File: src/hw/urx_defs.svh
// register offsets, field positions, reset values and timing counts of the uart receiver
`ifndef URX_DEFS_SVH
`define URX_DEFS_SVH
`define URX_OFF_STATUS 12'h000
`define URX_OFF_DATA 12'h004
`define URX_OFF_CTRL 12'h008
`define URX_OFF_BAUD 12'h00C
// status fields
`define URX_ST_RX_DATA_AVAILABLE_FLAG 0
`define URX_ST_OVERRUN_FLAG 1
`define URX_ST_NF 2
`define URX_ST_FRAMING_ERROR_FLAG 3
`define URX_ST_PARITY_ERROR_FLAG 4
`define URX_ST_RX_IDLE_FLAG 5
`define URX_ST_RX8 6
// control fields
`define URX_CT_RX_ENABLE 0
`define URX_CT_BNO 1
`define URX_CT_PARITY_ENABLE 2
`define URX_CT_PRT 3
`define URX_CT_STOP_BITS_SELECT 4
`define URX_CT_RIE 5
`define URX_CT_ADDRESS_DETECT_ENABLE 6
`define URX_CT_WAKE 7
`define URX_CT_IDLE_ZERO_MODE 8
`define URX_CTRL_RST 9'h000
`define URX_BAUD_RST 16'h0000
// oversampling: 16 ticks per bit, votes at ticks 7,8,9
`define URX_OVS 4'hF
`define URX_MID 4'h8
`define URX_BRK_BITS 5'd13
`endif

File: src/hw/urx_pkg.sv
// types shared by the uart receiver
package urx_pkg;
   typedef enum logic [1:0] {
      ST_IDLE,
      ST_START,
      ST_DATA,
      ST_STOP
   } urx_state_t;
endpackage

File: src/hw/urx_receiver.sv
// uart receive path with apb register access
//
// Our own choices: the address map and the APB slave port.
`timescale 1ns/1ns
`include "urx_defs.svh"

module urx_receiver (
   input wire logic pclk,
   input wire logic presetn,
   input wire logic psel,
   input wire logic penable,
   input wire logic pwrite,
   input wire logic [11:0] paddr,
   input wire logic [31:0] pwdata,
   output logic [31:0] prdata,
   output logic pready,
   output logic pslverr,
   input wire logic rx_pin,
   input wire logic sleep_mode,
   output logic rx_owned,
   output logic wake_req,
   output logic uart_irq_n
);

   // ---------------------------------------------------------------
   // register access decode
   // ---------------------------------------------------------------
   logic [8:0] ctrl_r;
   logic [15:0] baud_divisor_reg_r;
   wire apb_acc = psel && penable;
   wire apb_wr = apb_acc && pwrite;
   wire apb_rd = apb_acc && !pwrite;
   wire hit_st = paddr == `URX_OFF_STATUS;
   wire hit_dat = paddr == `URX_OFF_DATA;
   wire hit_ct = paddr == `URX_OFF_CTRL;
   wire hit_bd = paddr == `URX_OFF_BAUD;
   wire hit_any = hit_st || hit_dat || hit_ct || hit_bd;
   wire rx_enable = ctrl_r[`URX_CT_RX_ENABLE];
   wire nine_bit_select = ctrl_r[`URX_CT_BNO];
   wire parity_enable = ctrl_r[`URX_CT_PARITY_ENABLE];
   wire parity_type_select = ctrl_r[`URX_CT_PRT];
   wire rx_interrupt_enable = ctrl_r[`URX_CT_RIE];
   wire address_detect_enable = ctrl_r[`URX_CT_ADDRESS_DETECT_ENABLE];
   wire wake_enable = ctrl_r[`URX_CT_WAKE];
   wire idle_zero_mode = ctrl_r[`URX_CT_IDLE_ZERO_MODE];
   assign pready = 1'b1; // zero wait states
   assign pslverr = apb_acc && !hit_any;
   assign rx_owned = rx_enable;

   // control registers; stop bit count is held but only the first is checked
   always_ff @(posedge pclk or negedge presetn) begin
      if (!presetn) begin
         ctrl_r <= `URX_CTRL_RST;
         baud_divisor_reg_r <= `URX_BAUD_RST;
      end else begin
         if (apb_wr && hit_ct) ctrl_r <= pwdata[8:0];
         if (apb_wr && hit_bd) baud_divisor_reg_r <= pwdata[15:0];
      end
   end

   // ---------------------------------------------------------------
   // oversampling tick: sixteen per bit
   // ---------------------------------------------------------------
   logic [15:0] div_cnt_r;
   wire tick = div_cnt_r == 16'h0000;
   always_ff @(posedge pclk or negedge presetn) begin
      if (!presetn) div_cnt_r <= 16'h0000;
      else if (tick || !rx_enable) div_cnt_r <= baud_divisor_reg_r;
      else div_cnt_r <= div_cnt_r - 16'h0001;
   end

   // three-sample majority over a shift of the raw line
   logic [2:0] samp_r;
   wire vote = (samp_r[0] & samp_r[1]) | (samp_r[1] & samp_r[2]) | (samp_r[0] & samp_r[2]);
   wire disagree = !(samp_r == 3'b000 || samp_r == 3'b111);
   always_ff @(posedge pclk or negedge presetn) begin
      if (!presetn) samp_r <= 3'b111;
      else if (tick) samp_r <= {samp_r[1:0], rx_pin};
   end

   // ---------------------------------------------------------------
   // receive state machine
   // ---------------------------------------------------------------
   urx_pkg::urx_state_t state_r;
   logic [3:0] ovs_r;
   logic [3:0] bit_r;
   logic [8:0] rx_shift_register_r;
   logic noise_r;
   logic wait_high_r;
   logic done_r;
   logic done_framing_error_flag_r;
   logic done_parity_error_flag_r;
   logic done_noise_r;
   logic [8:0] done_word_r;
   wire [3:0] nbits = nine_bit_select ? 4'd9 : 4'd8;
   wire [3:0] frame_bits = nbits;
   wire at_mid = tick && ovs_r == `URX_MID;
   // parity is the word's top bit when enabled; 9-bit word has bits [8:0]
   wire [8:0] word_in = {vote, rx_shift_register_r[8:1]};
   wire [8:0] word_al = nine_bit_select ? rx_shift_register_r : {1'b0, rx_shift_register_r[8:1]};
   wire par_bit = nine_bit_select ? word_al[8] : word_al[7];
   wire par_calc = nine_bit_select ? ^word_al[7:0] : ^word_al[6:0];
   wire par_bad = parity_enable && ((par_calc ^ par_bit) != parity_type_select);

   // the break level never counts as a start until a high is seen or the receiver is disabled
   always_ff @(posedge pclk or negedge presetn) begin
      if (!presetn) begin
         state_r <= urx_pkg::ST_IDLE;
         ovs_r <= 4'h0;
         bit_r <= 4'h0;
         rx_shift_register_r <= 9'h000;
         noise_r <= 1'b0;
         wait_high_r <= 1'b0;
         done_r <= 1'b0;
         done_framing_error_flag_r <= 1'b0;
         done_parity_error_flag_r <= 1'b0;
         done_noise_r <= 1'b0;
         done_word_r <= 9'h000;
      end else begin
         done_r <= 1'b0;
         if (!rx_enable) begin
            state_r <= urx_pkg::ST_IDLE;
            wait_high_r <= 1'b0;
         end else begin
            case (state_r)
               urx_pkg::ST_IDLE: begin
                  if (tick && wait_high_r && vote) wait_high_r <= 1'b0;
                  if (tick && !wait_high_r && !vote) begin
                     state_r <= urx_pkg::ST_START;
                     ovs_r <= 4'h1;
                     noise_r <= 1'b0;
                  end
               end
               urx_pkg::ST_START: begin
                  if (tick) ovs_r <= ovs_r + 4'h1;
                  if (at_mid) begin
                     noise_r <= disagree;
                     if (vote) state_r <= urx_pkg::ST_IDLE; // false start
                     else begin
                        state_r <= urx_pkg::ST_DATA;
                        bit_r <= 4'h0;
                     end
                  end
               end
               urx_pkg::ST_DATA: begin
                  if (tick) ovs_r <= ovs_r + 4'h1;
                  if (at_mid) begin
                     rx_shift_register_r <= word_in;
                     noise_r <= noise_r | disagree;
                     bit_r <= bit_r + 4'h1;
                     if (bit_r + 4'h1 == frame_bits) state_r <= urx_pkg::ST_STOP;
                  end
               end
               urx_pkg::ST_STOP: begin
                  if (tick) ovs_r <= ovs_r + 4'h1;
                  if (at_mid) begin // only first stop bit checked
                     state_r <= urx_pkg::ST_IDLE;
                     done_r <= 1'b1;
                     done_word_r <= word_al;
                     done_framing_error_flag_r <= !vote;
                     done_parity_error_flag_r <= par_bad;
                     done_noise_r <= noise_r | disagree;
                     wait_high_r <= !vote;
                  end
               end
               default: state_r <= urx_pkg::ST_IDLE;
            endcase
         end
      end
   end
   // idle shown outside a frame; a break ends as a frame of zeros with its framing error flag set
   wire rx_idle_flag = state_r == urx_pkg::ST_IDLE;

   // ---------------------------------------------------------------
   // two-entry receive fifo with per-word error flags
   // ---------------------------------------------------------------
   logic [10:0] fifo_r [0:1];
   logic rd_ptr_r;
   logic wr_ptr_r;
   logic [1:0] cnt_r;
   logic status_seen_r;
   logic overrun_flag_r;
   logic noise_flag_r;
   wire data_rd = apb_rd && hit_dat;
   wire pop = data_rd && cnt_r != 2'd0;
   wire fifo_full = cnt_r == 2'd2;
   wire push = done_r && (!fifo_full || pop);
   wire ovr_evt = done_r && fifo_full && !pop;
   wire clr_seq = data_rd && status_seen_r;
   wire rx_data_available_flag = cnt_r != 2'd0;
   wire [10:0] head = fifo_r[rd_ptr_r];

   // word storage indexed by write pointer
   always_ff @(posedge pclk or negedge presetn) begin
      if (!presetn) begin
         fifo_r[0] <= 11'h000;
         fifo_r[1] <= 11'h000;
      end else if (push) begin
         fifo_r[wr_ptr_r] <= {done_parity_error_flag_r, done_framing_error_flag_r, done_word_r};
      end
   end

   // pointers, count and sticky flags; a set in the clearing cycle wins
   always_ff @(posedge pclk or negedge presetn) begin
      if (!presetn) begin
         rd_ptr_r <= 1'b0;
         wr_ptr_r <= 1'b0;
         cnt_r <= 2'd0;
         status_seen_r <= 1'b0;
         overrun_flag_r <= 1'b0;
         noise_flag_r <= 1'b0;
      end else begin
         if (push) wr_ptr_r <= !wr_ptr_r;
         if (pop) rd_ptr_r <= !rd_ptr_r;
         cnt_r <= cnt_r + {1'b0, push} - {1'b0, pop};
         if (apb_rd && hit_st) status_seen_r <= 1'b1;
         else if (data_rd) status_seen_r <= 1'b0;
         // flags written by software are ignored
         if (ovr_evt) overrun_flag_r <= 1'b1;
         else if (clr_seq) overrun_flag_r <= 1'b0;
         if (push && done_noise_r) noise_flag_r <= 1'b1;
         else if (clr_seq) noise_flag_r <= 1'b0;
      end
   end

   // ---------------------------------------------------------------
   // read data and interrupt request
   // ---------------------------------------------------------------
   // error bits of the head word; software reads them before data
   wire [31:0] status_word = {25'h000_0000, head[8] & rx_data_available_flag,
      rx_idle_flag, head[10] & rx_data_available_flag, head[9] & rx_data_available_flag,
      noise_flag_r, overrun_flag_r, rx_data_available_flag};
   wire [31:0] rd_mux = hit_st ? status_word :
      hit_dat ? {24'h00_0000, head[7:0]} :
      hit_ct ? {23'h00_0000, ctrl_r} :
      hit_bd ? {16'h0000, baud_divisor_reg_r} : 32'h0000_0000;

   always_ff @(posedge pclk or negedge presetn) begin
      if (!presetn) prdata <= 32'h0000_0000;
      else if (psel && !penable && !pwrite) prdata <= rd_mux;
   end

   // address bit is the top bit of the word; transmit sources live elsewhere
   wire addr_bit = nine_bit_select ? done_word_r[8] : done_word_r[7];
   wire rx_evt = push && (!address_detect_enable || addr_bit);
   logic rx_d_r;
   wire rx_fall = rx_d_r && !rx_pin;
   wire wake_evt = (idle_zero_mode || sleep_mode) && wake_enable && rx_enable && rx_fall;
   wire irq_evt = rx_interrupt_enable && (rx_evt || ovr_evt || wake_evt);

   // one-cycle low pulse per cycle with an enabled event; events in one cycle share it
   always_ff @(posedge pclk or negedge presetn) begin
      if (!presetn) begin
         rx_d_r <= 1'b1;
         uart_irq_n <= 1'b1;
         wake_req <= 1'b0;
      end else begin
         rx_d_r <= rx_pin;
         uart_irq_n <= !irq_evt;
         wake_req <= wake_evt;
      end
   end
endmodule

File: config.mk
export PLATFORM = sky130hd
export DESIGN_NAME = urx_receiver
export DESIGN_NICKNAME = d
export VERILOG_FILES = /design/src/hw/urx_pkg.sv /design/src/hw/urx_receiver.sv
export VERILOG_INCLUDE_DIRS = /design/src /design/src/hw
export SDC_FILE = /design/constraint.sdc
export NUM_CORES = 1
export LEC_CHECK = 0
export ABC_CLOCK_PERIOD_IN_PS = 4610
export BUFFER_PORTS_ARGS = -buffer_cell sky130_fd_sc_hd__clkbuf_2
export CORE_AREA = 2 2 153 95
export CTS_BUF_LIST = sky130_fd_sc_hd__clkbuf_2
export CTS_CLUSTER_SIZE = 16
export DETAILED_ROUTE_END_ITERATION = 6
export DIE_AREA = 0 0 155 97
export GPL_ROUTABILITY_DRIVEN = 0
export PLACE_DENSITY = 0.67
export SKIP_CTS_REPAIR_TIMING = 1
export SYNTH_ARGS = -nofsm -noshare
export SYNTH_HDL_FRONTEND = slang
export SYNTH_SLANG_ARGS = --single-unit
File: constraint.sdc
create_clock -name pclk -period 4.61 [get_ports pclk]
set_input_delay 0 -clock pclk [delete_from_list [all_inputs] [get_ports pclk]]
set_output_delay 0 -clock pclk [all_outputs]
set_load 0.005 [all_outputs]
==> results of run 1 <==
worst paths after layout:
path	depth (start not counted)	endpoint	start	slack, ns
setup reg to reg	6	div_cnt_r[4]	div_cnt_r[1]	2.01
hold reg to reg	1	uart_irq_n	ctrl_r[5]	0.44
min in group pclk	3	baud_divisor_reg_r[13]	pwdata[13]	0.06
setup / recovery	9	ctrl_r[0]	paddr[9]	1.27
hold / removal	2	div_cnt_r[9]	presetn	-0.02
max in group asynchronous	3	fifo_r[19]	presetn	3.42
logic make-up after synthesis:
kind of cell | after synthesis | share of synthesized area
adders and majority gates | 13 | 0.0253
xor gates and xnor gates | 28 | 0.0409
and+or+nand+nor | 144 | 0.129
buffers and inverters | 55 | 0.0490
other | 2 | 0.00118
muxes | 77 | 0.146
DFF | 126 | 0.498
AOI/OAI and AO/OA | 106 | 0.110
registers in the layout, indices dropped and copies added, names as in the netlist, 4 cells and up:
signal / flops
fifo_r: 22
baud_divisor_reg_r: 16
div_cnt_r: 16
prdata: 16
ctrl_r: 9
done_word_r: 9
rx_shift_register_r: 9
bit_r: 4
ovs_r: 4
cells in the final DEF (no fill, tap or decap), types with 3 or more instances in the layout:
cell / instances
nand3_1: 9
a22oi_1: 5
mux2_2: 43
and3_1: 4
a211o_1: 3
ha_1: 12
dfrtp_1: 121
nor3_1: 8
nand4_1: 5
o2bb2ai_1: 4
nand3b_1: 3
inv_1: 14
o221ai_1: 4
nor4_4: 4
mux2i_1: 14
mux2_4: 20
xor2_1: 8
xnor2_1: 19
dlygate4sd3_1: 39
conb_1: 17
clkbuf_2: 71
clkinv_2: 3
dfstp_2: 5
nor2_1: 26
a21o_1: 6
nor2b_1: 7
o21ai_0: 45
a31oi_1: 3
nand2b_1: 3
clkinvlp_4: 4
nand2_1: 51
a22o_1: 10
a21oi_1: 10
per-layer routing:
metal | vias to the layer above | track usage | part of all wire
li1 | 2098 | - | -
met1 | 2238 | 0.309 | 0.51
met2 | 127 | 0.273 | 0.42
met3 | 16 | 0.0453 | 0.057
met4 | 0 | 0.0591 | 0.0099
met5 | - | 0 | 0
area by class of cell:
cell class	count	area, um^2	area share
antenna	1	2.50	0.000345
clock buffer	18	90.1	0.0124
tap	175	219	0.0301
timing repair buffer	94	671	0.0923
clock inverter	14	144	0.0198
inverter	14	52.6	0.00724
sequential	126	3160	0.435
multi-input combinational	385	2930	0.403
cells in the mapped netlist (9+ instances only):
library cell and count:
o21ai_0 45, clkbuf_1 12, nand2_1 51, dfrtp_1 121, buf_4 17, xnor2_1 19, nand3_1 9, a21oi_1 10
mux2_2 43, mux2i_1 14, a22o_1 10, nor2_1 26, ha_1 12, inv_1 14, mux2_4 20
worst register-to-register path, delay by kind of cell (launching register included):
family          cells  cell delay, ns
simple gates        3            1.50
flops               1            0.44
compound gates      1            0.25
fa+ha+maj           1            0.16
buf+inv             1            0.10
power by group:
group | internal (mW) | total, mW | switching, mW
Clock | 0.250 | 0.697 | 0.448
Combinational | 0.0417 | 0.103 | 0.0610
Sequential | 1.11 | 1.11 | 0.00306
Total | 1.40 | 1.91 | 0.512
through the flow:
stage | instance area, um^2 | cells | utilization | hold WS (ns) | power [mW]
2_1_floorplan | 6390 | 566 | - | -0.296 | 1.18
3_3_place_gp | 6640 | 755 | 0.492 | 0.168 | 1.21
3_5_place_dp | 6640 | 755 | 0.492 | 0.180 | 1.21
4_1_cts | 6870 | 787 | 0.509 | -0.610 | 1.90
5_1_grt | 7260 | 826 | 0.538 | 0.00965 | 1.99
6_report | 7260 | 827 | 0.538 | -0.0215 | 1.91
==> key figures, run 1 <==
Clock network
  • CTS max path bufs: 2
  • Cts bufs inserted: 17
  • Clk sinks: 126
  • Worst-path clk slew: 0.21 ns
  • H-tree depth: 4
  • Worst-Skew Late Latency: 0.70 ns
  • CTS Root Cell: clkbuf_2
  • CTS tree: done

Logic synthesis
  • Cell Area, Synth: 6340 um^2
  • Post-synth EDFFs: 0
  • Cells after synthesis: 551
  • Register area share after synthesis: 0.498
  • Ys flop type: dfrtp_1
  • Synth warnings: 0
  • Synth top area cells: dfrtp_1 (48%), mux2_2 (7.6%), mux2_4 (4.7%)
  • Async set-reset flop share out of synthesis: 1.00
  • Number of synthesized register bits: 126
  • Top cell type's share of synthesized area: 0.478
  • Area leader, netlist: dfrtp_1
  • Post-synth cell types: 66
  • Avg Cell Area, Syn: 11.5 um^2

Timing
  • Max-slew violations: 0
  • Layout Skew: 0.0412 ns
  • Worst slew margin: 0.330
  • Setup-failing EPs final: 0
  • RSZ-0062 raised after global routing: false
  • Setup TNS: 0 ns
  • Final worst-path cycle share: 0.725
  • Final Hold Fails: 7
  • Crit path time final: 3.34 ns
  • Final worst slack: 1.27 ns
  • Worst Max-Slew Pin Slew: 1.00 ns
  • Fin Hold WS: -0.0215 ns
  • Fmax: 299 MHz

Critical path
  • CP Launch Type: input port
  • Worst Path Buf+Inv: 5
  • Most frequent CP cell: dlygate4sd3_1
  • CP max stage cell: dlygate4sd3_1
  • CP required: 5.22 ns
  • Crit end category: flip-flop
  • CP max FO: 7
  • Crit path kind: in2reg
  • Worst Path Arrival: 3.95 ns
  • Max incr delay on CP: 0.80 ns
  • Critical-path cell list: dlygate4sd3_1 -> clkbuf_2 -> nor4_4 -> dlygate4sd3_1 -> nand4_1 -> dlygate4sd3_1 -> nor3_4 -> dlygate4sd3_1 -> mux2_2
  • Top cell family by delay on the critical path: buffers and inverters

Global routing
  • Largest net degree at the start of global routing: 82
  • Total track usage: 0.198
  • Global route overflow: 0
  • Initial antenna violation count: 0
  • First-pass GRT wire length: 22.9 mm
  • Number of global-route vias before repair: 4280

Die
  • Ports: 88
  • Die height: 97 um
  • Die Wd: 155 um
  • Num rows: 33
  • Core ar.: 13500 um^2
  • Initial core utilization: 0.469
  • Die area: 15000 um^2

Pwr
  • LEAKAGE: 3.61 nW
  • VDD IR-drop max: 135 uV
  • Cell Pwr Density: 264 nW/um^2

Placement
  • Detailed Place HPWL: 10.2 mm
  • Buffers on Ports: 54
  • Pre-CTS WS: 2.03 ns

Layout
  • Area Overhead vs Synth: 14.6%
  • Fill cells: 1145
  • Final net count: 701
  • Share of layout cells above drive strength 1: 0.260

Min path
  • Hold/Removal Path Class: in2async

Routing
  • Final antenna-violating net count: 0
  • Vias: 4479
  • Post-route DRC violation count: 0
  • Drt via density: 5.42
  • First-pass DRT Iterations: 7
  • Total Wirelength: 14.7 mm
  • Iteration-0 DRC Markers: 328
  • WL per Instance: 17.8 um

Outcome
  • Failing checks: hold timing
  • Status: complete, but fails checks

Job
  • Max cap viols: 0
(Power assumes the default switching activity.)
==> inputs of run 2 (changes only) <==
--- a/config.mk
+++ b/config.mk
@@ -6,15 +6,16 @@
 export SDC_FILE = /design/constraint.sdc
 export NUM_CORES = 1
 export LEC_CHECK = 0
-export ABC_CLOCK_PERIOD_IN_PS = 4610
+export ABC_AREA = 1
+export ABC_CLOCK_PERIOD_IN_PS = 3500
 export BUFFER_PORTS_ARGS = -buffer_cell sky130_fd_sc_hd__clkbuf_2
-export CORE_AREA = 2 2 153 95
+export CORE_AREA = 2 2 156 97
 export CTS_BUF_LIST = sky130_fd_sc_hd__clkbuf_2
 export CTS_CLUSTER_SIZE = 16
 export DETAILED_ROUTE_END_ITERATION = 6
-export DIE_AREA = 0 0 155 97
+export DIE_AREA = 0 0 158 99
 export GPL_ROUTABILITY_DRIVEN = 0
-export PLACE_DENSITY = 0.67
+export PLACE_DENSITY = 0.66
 export SKIP_CTS_REPAIR_TIMING = 1
 export SYNTH_ARGS = -nofsm -noshare
 export SYNTH_HDL_FRONTEND = slang
==> constraint.sdc (replaced) <==
create_clock -name pclk -period 3.5 [get_ports pclk]
set_input_delay 0 -clock pclk [delete_from_list [all_inputs] [get_ports pclk]]
set_output_delay 0 -clock pclk [all_outputs]
set_load 0.005 [all_outputs]
==> run 2 against run 1 <==
The flow still finishes with violations (hold timing). Combinational power up 30%. Clock power up 52%. Hold slack worse by 0.0021 ns. Critical path depth up 3. Utilization up 0.20 points. First-iteration DRC count up 52%. Clock skew about the same. Cell area up 5.6%. Sequential share of layout area down 2.3 points. Routed wire length up 8.9%. Non-clock buffer count up 13. Cell count up 34%. Highest routed layer unchanged.
==> key figures, run 2 <==
Die
  • Die height: 99 um
  • Initial core utilization: 0.461
  • Die Wd: 158 um
  • Die area: 15600 um^2
  • Ports: 88
  • Num rows: 34
  • Core ar.: 14200 um^2

Logic synthesis
  • Async set-reset flop share out of synthesis: 1.00
  • Register area share after synthesis: 0.483
  • Ys flop type: dfrtp_1
  • Avg Cell Area, Syn: 8.21 um^2
  • Commonest cells in the netlist: nand2_1 (213), dfrtp_1 (121), inv_1 (95)
  • Area leader, netlist: dfrtp_1
  • Post-synth EDFFs: 0
  • Post-synth cell types: 43
  • Cell Area, Synth: 6550 um^2
  • Synth warnings: 0
  • Top cell type's share of synthesized area: 0.463
  • Cells after synthesis: 797
  • Count leader, synth: nand2_1
  • Synth top area cells: dfrtp_1 (46%), nand2_1 (12%), inv_1 (5.4%)
  • Number of synthesized register bits: 126

Timing
  • Final Hold Fails: 15
  • Final worst-path cycle share: 0.974
  • Setup-failing EPs final: 0
  • Worst slew margin: 0.333
  • Worst Max-Slew Pin Slew: 1.00 ns
  • Layout Skew: 0.0411 ns
  • Max-slew violations: 0
  • Setup TNS: 0 ns
  • Crit path time final: 3.41 ns
  • Fin Hold WS: -0.0236 ns
  • Fmax: 293 MHz

Layout
  • Most frequent cells in the layout: nand2_1 (213), dfrtp_1 (121), inv_1 (95), clkbuf_2 (71), o21ai_0 (62)
  • Share of layout cells above drive strength 1: 0.142
  • Antenna fix cells: 0
  • Largest reg by FF count: fifo_r
  • Area Overhead vs Synth: 17.2%
  • Cell Count, Final, Fillers Out: 1109
  • Commonest non-fill, non-tap cell in the layout: nand2_1
  • Final net count: 961
  • Largest register FFs: 22
  • Layout Utilization: 0.540

Global routing
  • First-pass GRT wire length: 24.7 mm
  • Global route overflow: 0
  • Met1 usage: 0.344
  • Total track usage: 0.205
  • Largest net degree at the start of global routing: 78
  • Initial antenna violation count: 0
  • Number of global-route vias before repair: 4695
  • Grt met3 use: 0.0387
  • Gr busiest metal: met1
  • Met2 GRT Util: 0.263

Placement
  • Inst Count DP: 1028
  • Buffers on Ports: 54
  • Detailed Place HPWL: 11.3 mm

Critical path
  • CP max FO: 14
  • Crit end category: output pin
  • CP Launch Type: input port
  • R2r endpoint: rx_shift_register_r[1]
  • Crit path kind: in2out
  • Worst Path Arrival: 3.41 ns
  • CP required: 3.50 ns
  • Reg-to-Reg Start: div_cnt_r[11]
  • Worst R2R Path Depth: 6
  • R2r setup slk: 1.06 ns

Job
  • Max cap viols: 0

Min path
  • Hold/Removal Path Class: in2async

Routing
  • Post-route DRC violation count: 0
  • Iteration-0 DRC Markers: 500
  • WL per Instance: 14.5 um
  • Final antenna-violating net count: 0
  • First-pass DRT Iterations: 5
  • Drt via density: 4.96
  • Vias: 5501
  • Total Wirelength: 16.1 mm

Outcome
  • Failing checks: hold timing
  • Status: complete, but fails checks

Clock network
  • Cts bufs inserted: 17
  • H-tree depth: 4
  • Worst-Skew Late Latency: 0.71 ns
  • Worst-path clk slew: 0.23 ns
  • CTS Root Cell: clkbuf_2
  • CTS tree: done
  • CTS max path bufs: 2
  • Clk sinks: 126

Pwr
  • Total power: 2.66 mW
  • LEAKAGE: 3.82 nW
  • VDD IR-drop max: 196 uV
  • Cell Pwr Density: 347 nW/um^2
[run 2: cell types whose count changed in the layout (fill, tap and decap cells not counted), moves of 10 or more]
cell | before | now
inv_1 | 14 | 95
nor2_1 | 26 | 48
mux2_4 | 20 | 0
mux2i_1 | 14 | 0
nand2_1 | 51 | 213
dlygate4sd3_1 | 39 | 49
a22o_1 | 10 | 0
mux2_2 | 43 | 0
o21ai_0 | 45 | 62
xnor2_1 | 19 | 7
o21ai_2 | 0 | 16
o21ai_1 | 1 | 35
nand3_1 | 9 | 44
[run 2: critical path: stages]
cell and delay [ns]:
dlygate4sd3_1 0.54, clkbuf_2 0.10, nor2_1 0.09, dlygate4sd3_1 0.57, nand2_1 0.09, dlygate4sd3_1 0.58
nor2_1 0.54, buf_4 0.33, nand2_1 0.17, nand3_1 0.21, nor3_1 0.08, clkbuf_2 0.12
[run 2: through the flow]
step | cell area, um^2 | worst slack, ns
floorplan | 6600 | 1.61
global placement | 6900 | 1.22
detailed placement | 6900 | 1.18
CTS | 7180 | 1.08
global route | 7670 | -0.0499
finish | 7670 | 0.0895
[run 2: worst max path at each step]
stage                        from                endpoint  slack [ns]
finish                   paddr[6]                 pslverr        0.09
global route             paddr[6]                 pslverr       -0.05
CTS                 div_cnt_r[11]  rx_shift_register_r[1]        1.08
detailed placement       paddr[9]                cnt_r[1]        1.18
global placement         paddr[9]                cnt_r[1]        1.22
floorplan                paddr[1]                cnt_r[1]        1.61
[run 2: cell families after synthesis]
logic type,synth area share
other,0.00115
multiplexers,0.0120
flip-flops,0.483
XOR/XNOR,0.0214
AO/OA/AOI/OAI,0.134
adder cells (fa/ha/maj),0.0229
buffers and inverters,0.0984
AND/OR/NAND/NOR,0.228
[run 2: final cells by class]
| cell class | count | area, um^2 |
|---|---|---|
| fillers | 1377 | 6540 |
| flip-flops and latches | 126 | 3160 |
| multi-input cells | 545 | 2800 |
| repair buffers | 107 | 806 |
| inverters | 101 | 379 |
| well taps | 198 | 248 |
| clock inverters | 14 | 193 |
| clock buffers | 18 | 90.1 |
[run 2: layer usage]
metal / up-vias / share of wire
li1: 2755 / -
met1: 2565 / 0.54
met2: 166 / 0.39
met3: 15 / 0.062
met4: 0 / 0.011
met5: - / 0
[run 2: where the power goes]
group,switching (mW),internal [mW],leakage (nW),total [mW]
Combinational,0.0793,0.0547,1.94,0.134
Sequential,0.00296,1.46,1.72,1.47
Clock,0.588,0.475,0.162,1.06
==> inputs of run 3 (changes only) <==
--- a/config.mk
+++ b/config.mk
@@ -15,6 +15,7 @@
 export DETAILED_ROUTE_END_ITERATION = 6
 export DIE_AREA = 0 0 158 99
 export GPL_ROUTABILITY_DRIVEN = 0
+export GPL_TIMING_DRIVEN = 0
 export PLACE_DENSITY = 0.66
 export SKIP_CTS_REPAIR_TIMING = 1
 export SYNTH_ARGS = -nofsm -noshare
==> run 3 against run 2 <==
Clock skew down 0.0057 ns. Largest cell class unchanged. Non-clock buffer count up 34. Fmax up 4.7%. Largest power group unchanged. Via count up 3.0%. Combinational power up 17%. Sequential power about the same. Critical endpoint is now baud_divisor_reg_r[9]. Utilization up 1.3 points. Critical path depth unchanged. The run now ends clean.
==> key figures, run 3 (synthesis results as in run 2) <==
Die
  • Die area: 15600 um^2
  • Core ar.: 14200 um^2
  • Num rows: 34
  • Die Wd: 158 um
  • Initial core utilization: 0.461
  • Die height: 99 um
  • Ports: 88

Global routing
  • Total track usage: 0.215
  • Global route overflow: 0
  • First-pass GRT wire length: 25.8 mm
  • Number of global-route vias before repair: 4892
  • Largest net degree at the start of global routing: 78
  • Initial antenna violation count: 0

Critical path
  • CP max FO: 7
  • Crit end category: flip-flop
  • CP required: 4.08 ns
  • Worst Path Arrival: 3.83 ns
  • CP Launch Type: input port
  • Crit path kind: in2reg

Layout
  • Layout Utilization: 0.553
  • Area Overhead vs Synth: 20.0%
  • Final net count: 995
  • Final instance area: 7850 um^2
  • Footprint of the multi-input gates: 2800 um^2
  • Commonest non-fill, non-tap cell in the layout: nand2_1
  • FF+latch area: 3160 um^2
  • Most frequent cells in the layout: nand2_1 (213), dfrtp_1 (121), inv_1 (95), clkbuf_2 (72), o21ai_0 (62)
  • Largest register FFs: 22
  • Largest reg by FF count: fifo_r
  • Cell Count, Final, Fillers Out: 1143
  • Share of layout cells above drive strength 1: 0.163
  • Fill cells: 1373

Clock network
  • CTS Root Cell: clkbuf_2
  • Worst-Skew Late Latency: 0.67 ns
  • H-tree depth: 4
  • CTS tree: done
  • Cts bufs inserted: 17
  • Clk sinks: 126
  • Worst-path clk slew: 0.19 ns
  • CTS max path bufs: 2

Routing
  • Post-route DRC violation count: 0
  • Iteration-0 DRC Markers: 375
  • WL per Instance: 14.7 um
  • Final antenna-violating net count: 0
  • Total Wirelength: 16.8 mm
  • First-pass DRT Iterations: 6
  • Drt via density: 4.96
  • Vias: 5666

Timing
  • Max-slew violations: 0
  • Layout Skew: 0.0354 ns
  • Setup-failing EPs final: 0
  • Fmax: 307 MHz
  • Worst slew margin: 0.489
  • RSZ-0062 raised after global routing: false
  • Setup TNS: 0 ns
  • Final worst-path cycle share: 0.930
  • Worst Max-Slew Pin Slew: 0.766 ns
  • Final Hold Fails: 0
  • Crit path time final: 3.26 ns

Placement
  • Placed cell areas: 7160 um^2
  • Inst Count DP: 1065
  • Detailed Place HPWL: 12.0 mm
  • Buffers on Ports: 54

Pwr
  • VDD IR-drop max: 168 uV
  • Cell Pwr Density: 317 nW/um^2
  • LEAKAGE: 3.95 nW

Job
  • Max cap viols: 0

Min path
  • Hold/Removal Path Class: in2reg

Outcome
  • Status: completed
==> run 3: cell count changes in the layout (fill, tap and decap cells not counted), moves of 3 or more <==
| cell | before | now |
|---|---|---|
| clkbuf_1 | 0 | 12 |
| buf_2 | 0 | 5 |
| buf_6 | 0 | 6 |
| dlygate4sd3_1 | 49 | 45 |
| clkinv_2 | 2 | 5 |
| buf_4 | 4 | 17 |
==> run 3: final timing paths <==
kind | from | to | slack (ns) | cells after the start
min reg2reg | ovs_r[2] | ovs_r[2] | 0.48 | 1
max in group asynchronous | presetn | samp_r[2] | 2.63 | 4
min | pwdata[15] | baud_divisor_reg_r[15] | 0.07 | 3
max | paddr[1] | baud_divisor_reg_r[9] | 0.24 | 12
max reg2reg | div_cnt_r[11] | rx_shift_register_r[7] | 1.09 | 7
min in group asynchronous | presetn | status_seen_r | 0.43 | 4
==> run 3: power breakdown <==
group	leakage (nW)	internal, mW	total [mW]	switching [mW]
registers	1.72	1.46	1.47	0.00283
clock network	0.137	0.323	0.869	0.546
logic	2.09	0.0710	0.157	0.0856
total	3.95	1.86	2.49	0.635
==> run 3: through the flow <==
stage | setup WS (ns) | power (mW) | hold slack [ns]
after floorplan | 1.61 | 1.54 | -0.296
after global placement | 0.412 | 1.61 | 0.105
after detailed placement | 1.17 | 1.61 | -0.0174
after CTS | 1.10 | 2.47 | -0.777
after global routing | 0.128 | 2.60 | 0.0417
final | 0.243 | 2.49 | 0.0655
==> run 3: layer usage <==
metal / global-route usage / routed length (um)
met5: 0 / 0
met4: 0.0367 / 110
met2: 0.276 / 6610
met3: 0.0576 / 1410
met1: 0.357 / 8680
==> run 3: final cells by class <==
| cell class | count | area share |
|---|---|---|
| Timing Repair Buffer | 101 | 0.0999 |
| Multi-Input combinational cell | 545 | 0.356 |
| Buffer | 40 | 0.0338 |
| Clock inverter | 12 | 0.0155 |
| Clock buffer | 19 | 0.0121 |
| Sequential cell | 126 | 0.402 |
| Inverter | 101 | 0.0483 |
| Tap cell | 198 | 0.0315 |
| Antenna cell | 1 | 0.000319 |
==> run 3: worst max-delay path: stages <==
cell           delay (ns)
dlygate4sd3_1        0.55
clkbuf_2             0.11
or2_1                0.21
dlygate4sd3_1        0.57
buf_6                0.14
nor3_4               0.22
dlygate4sd3_1        0.70
nand2_1              0.12
nor2_4               0.18
nand2_4              0.14
mux2_1               0.34
dlygate4sd3_1        0.57
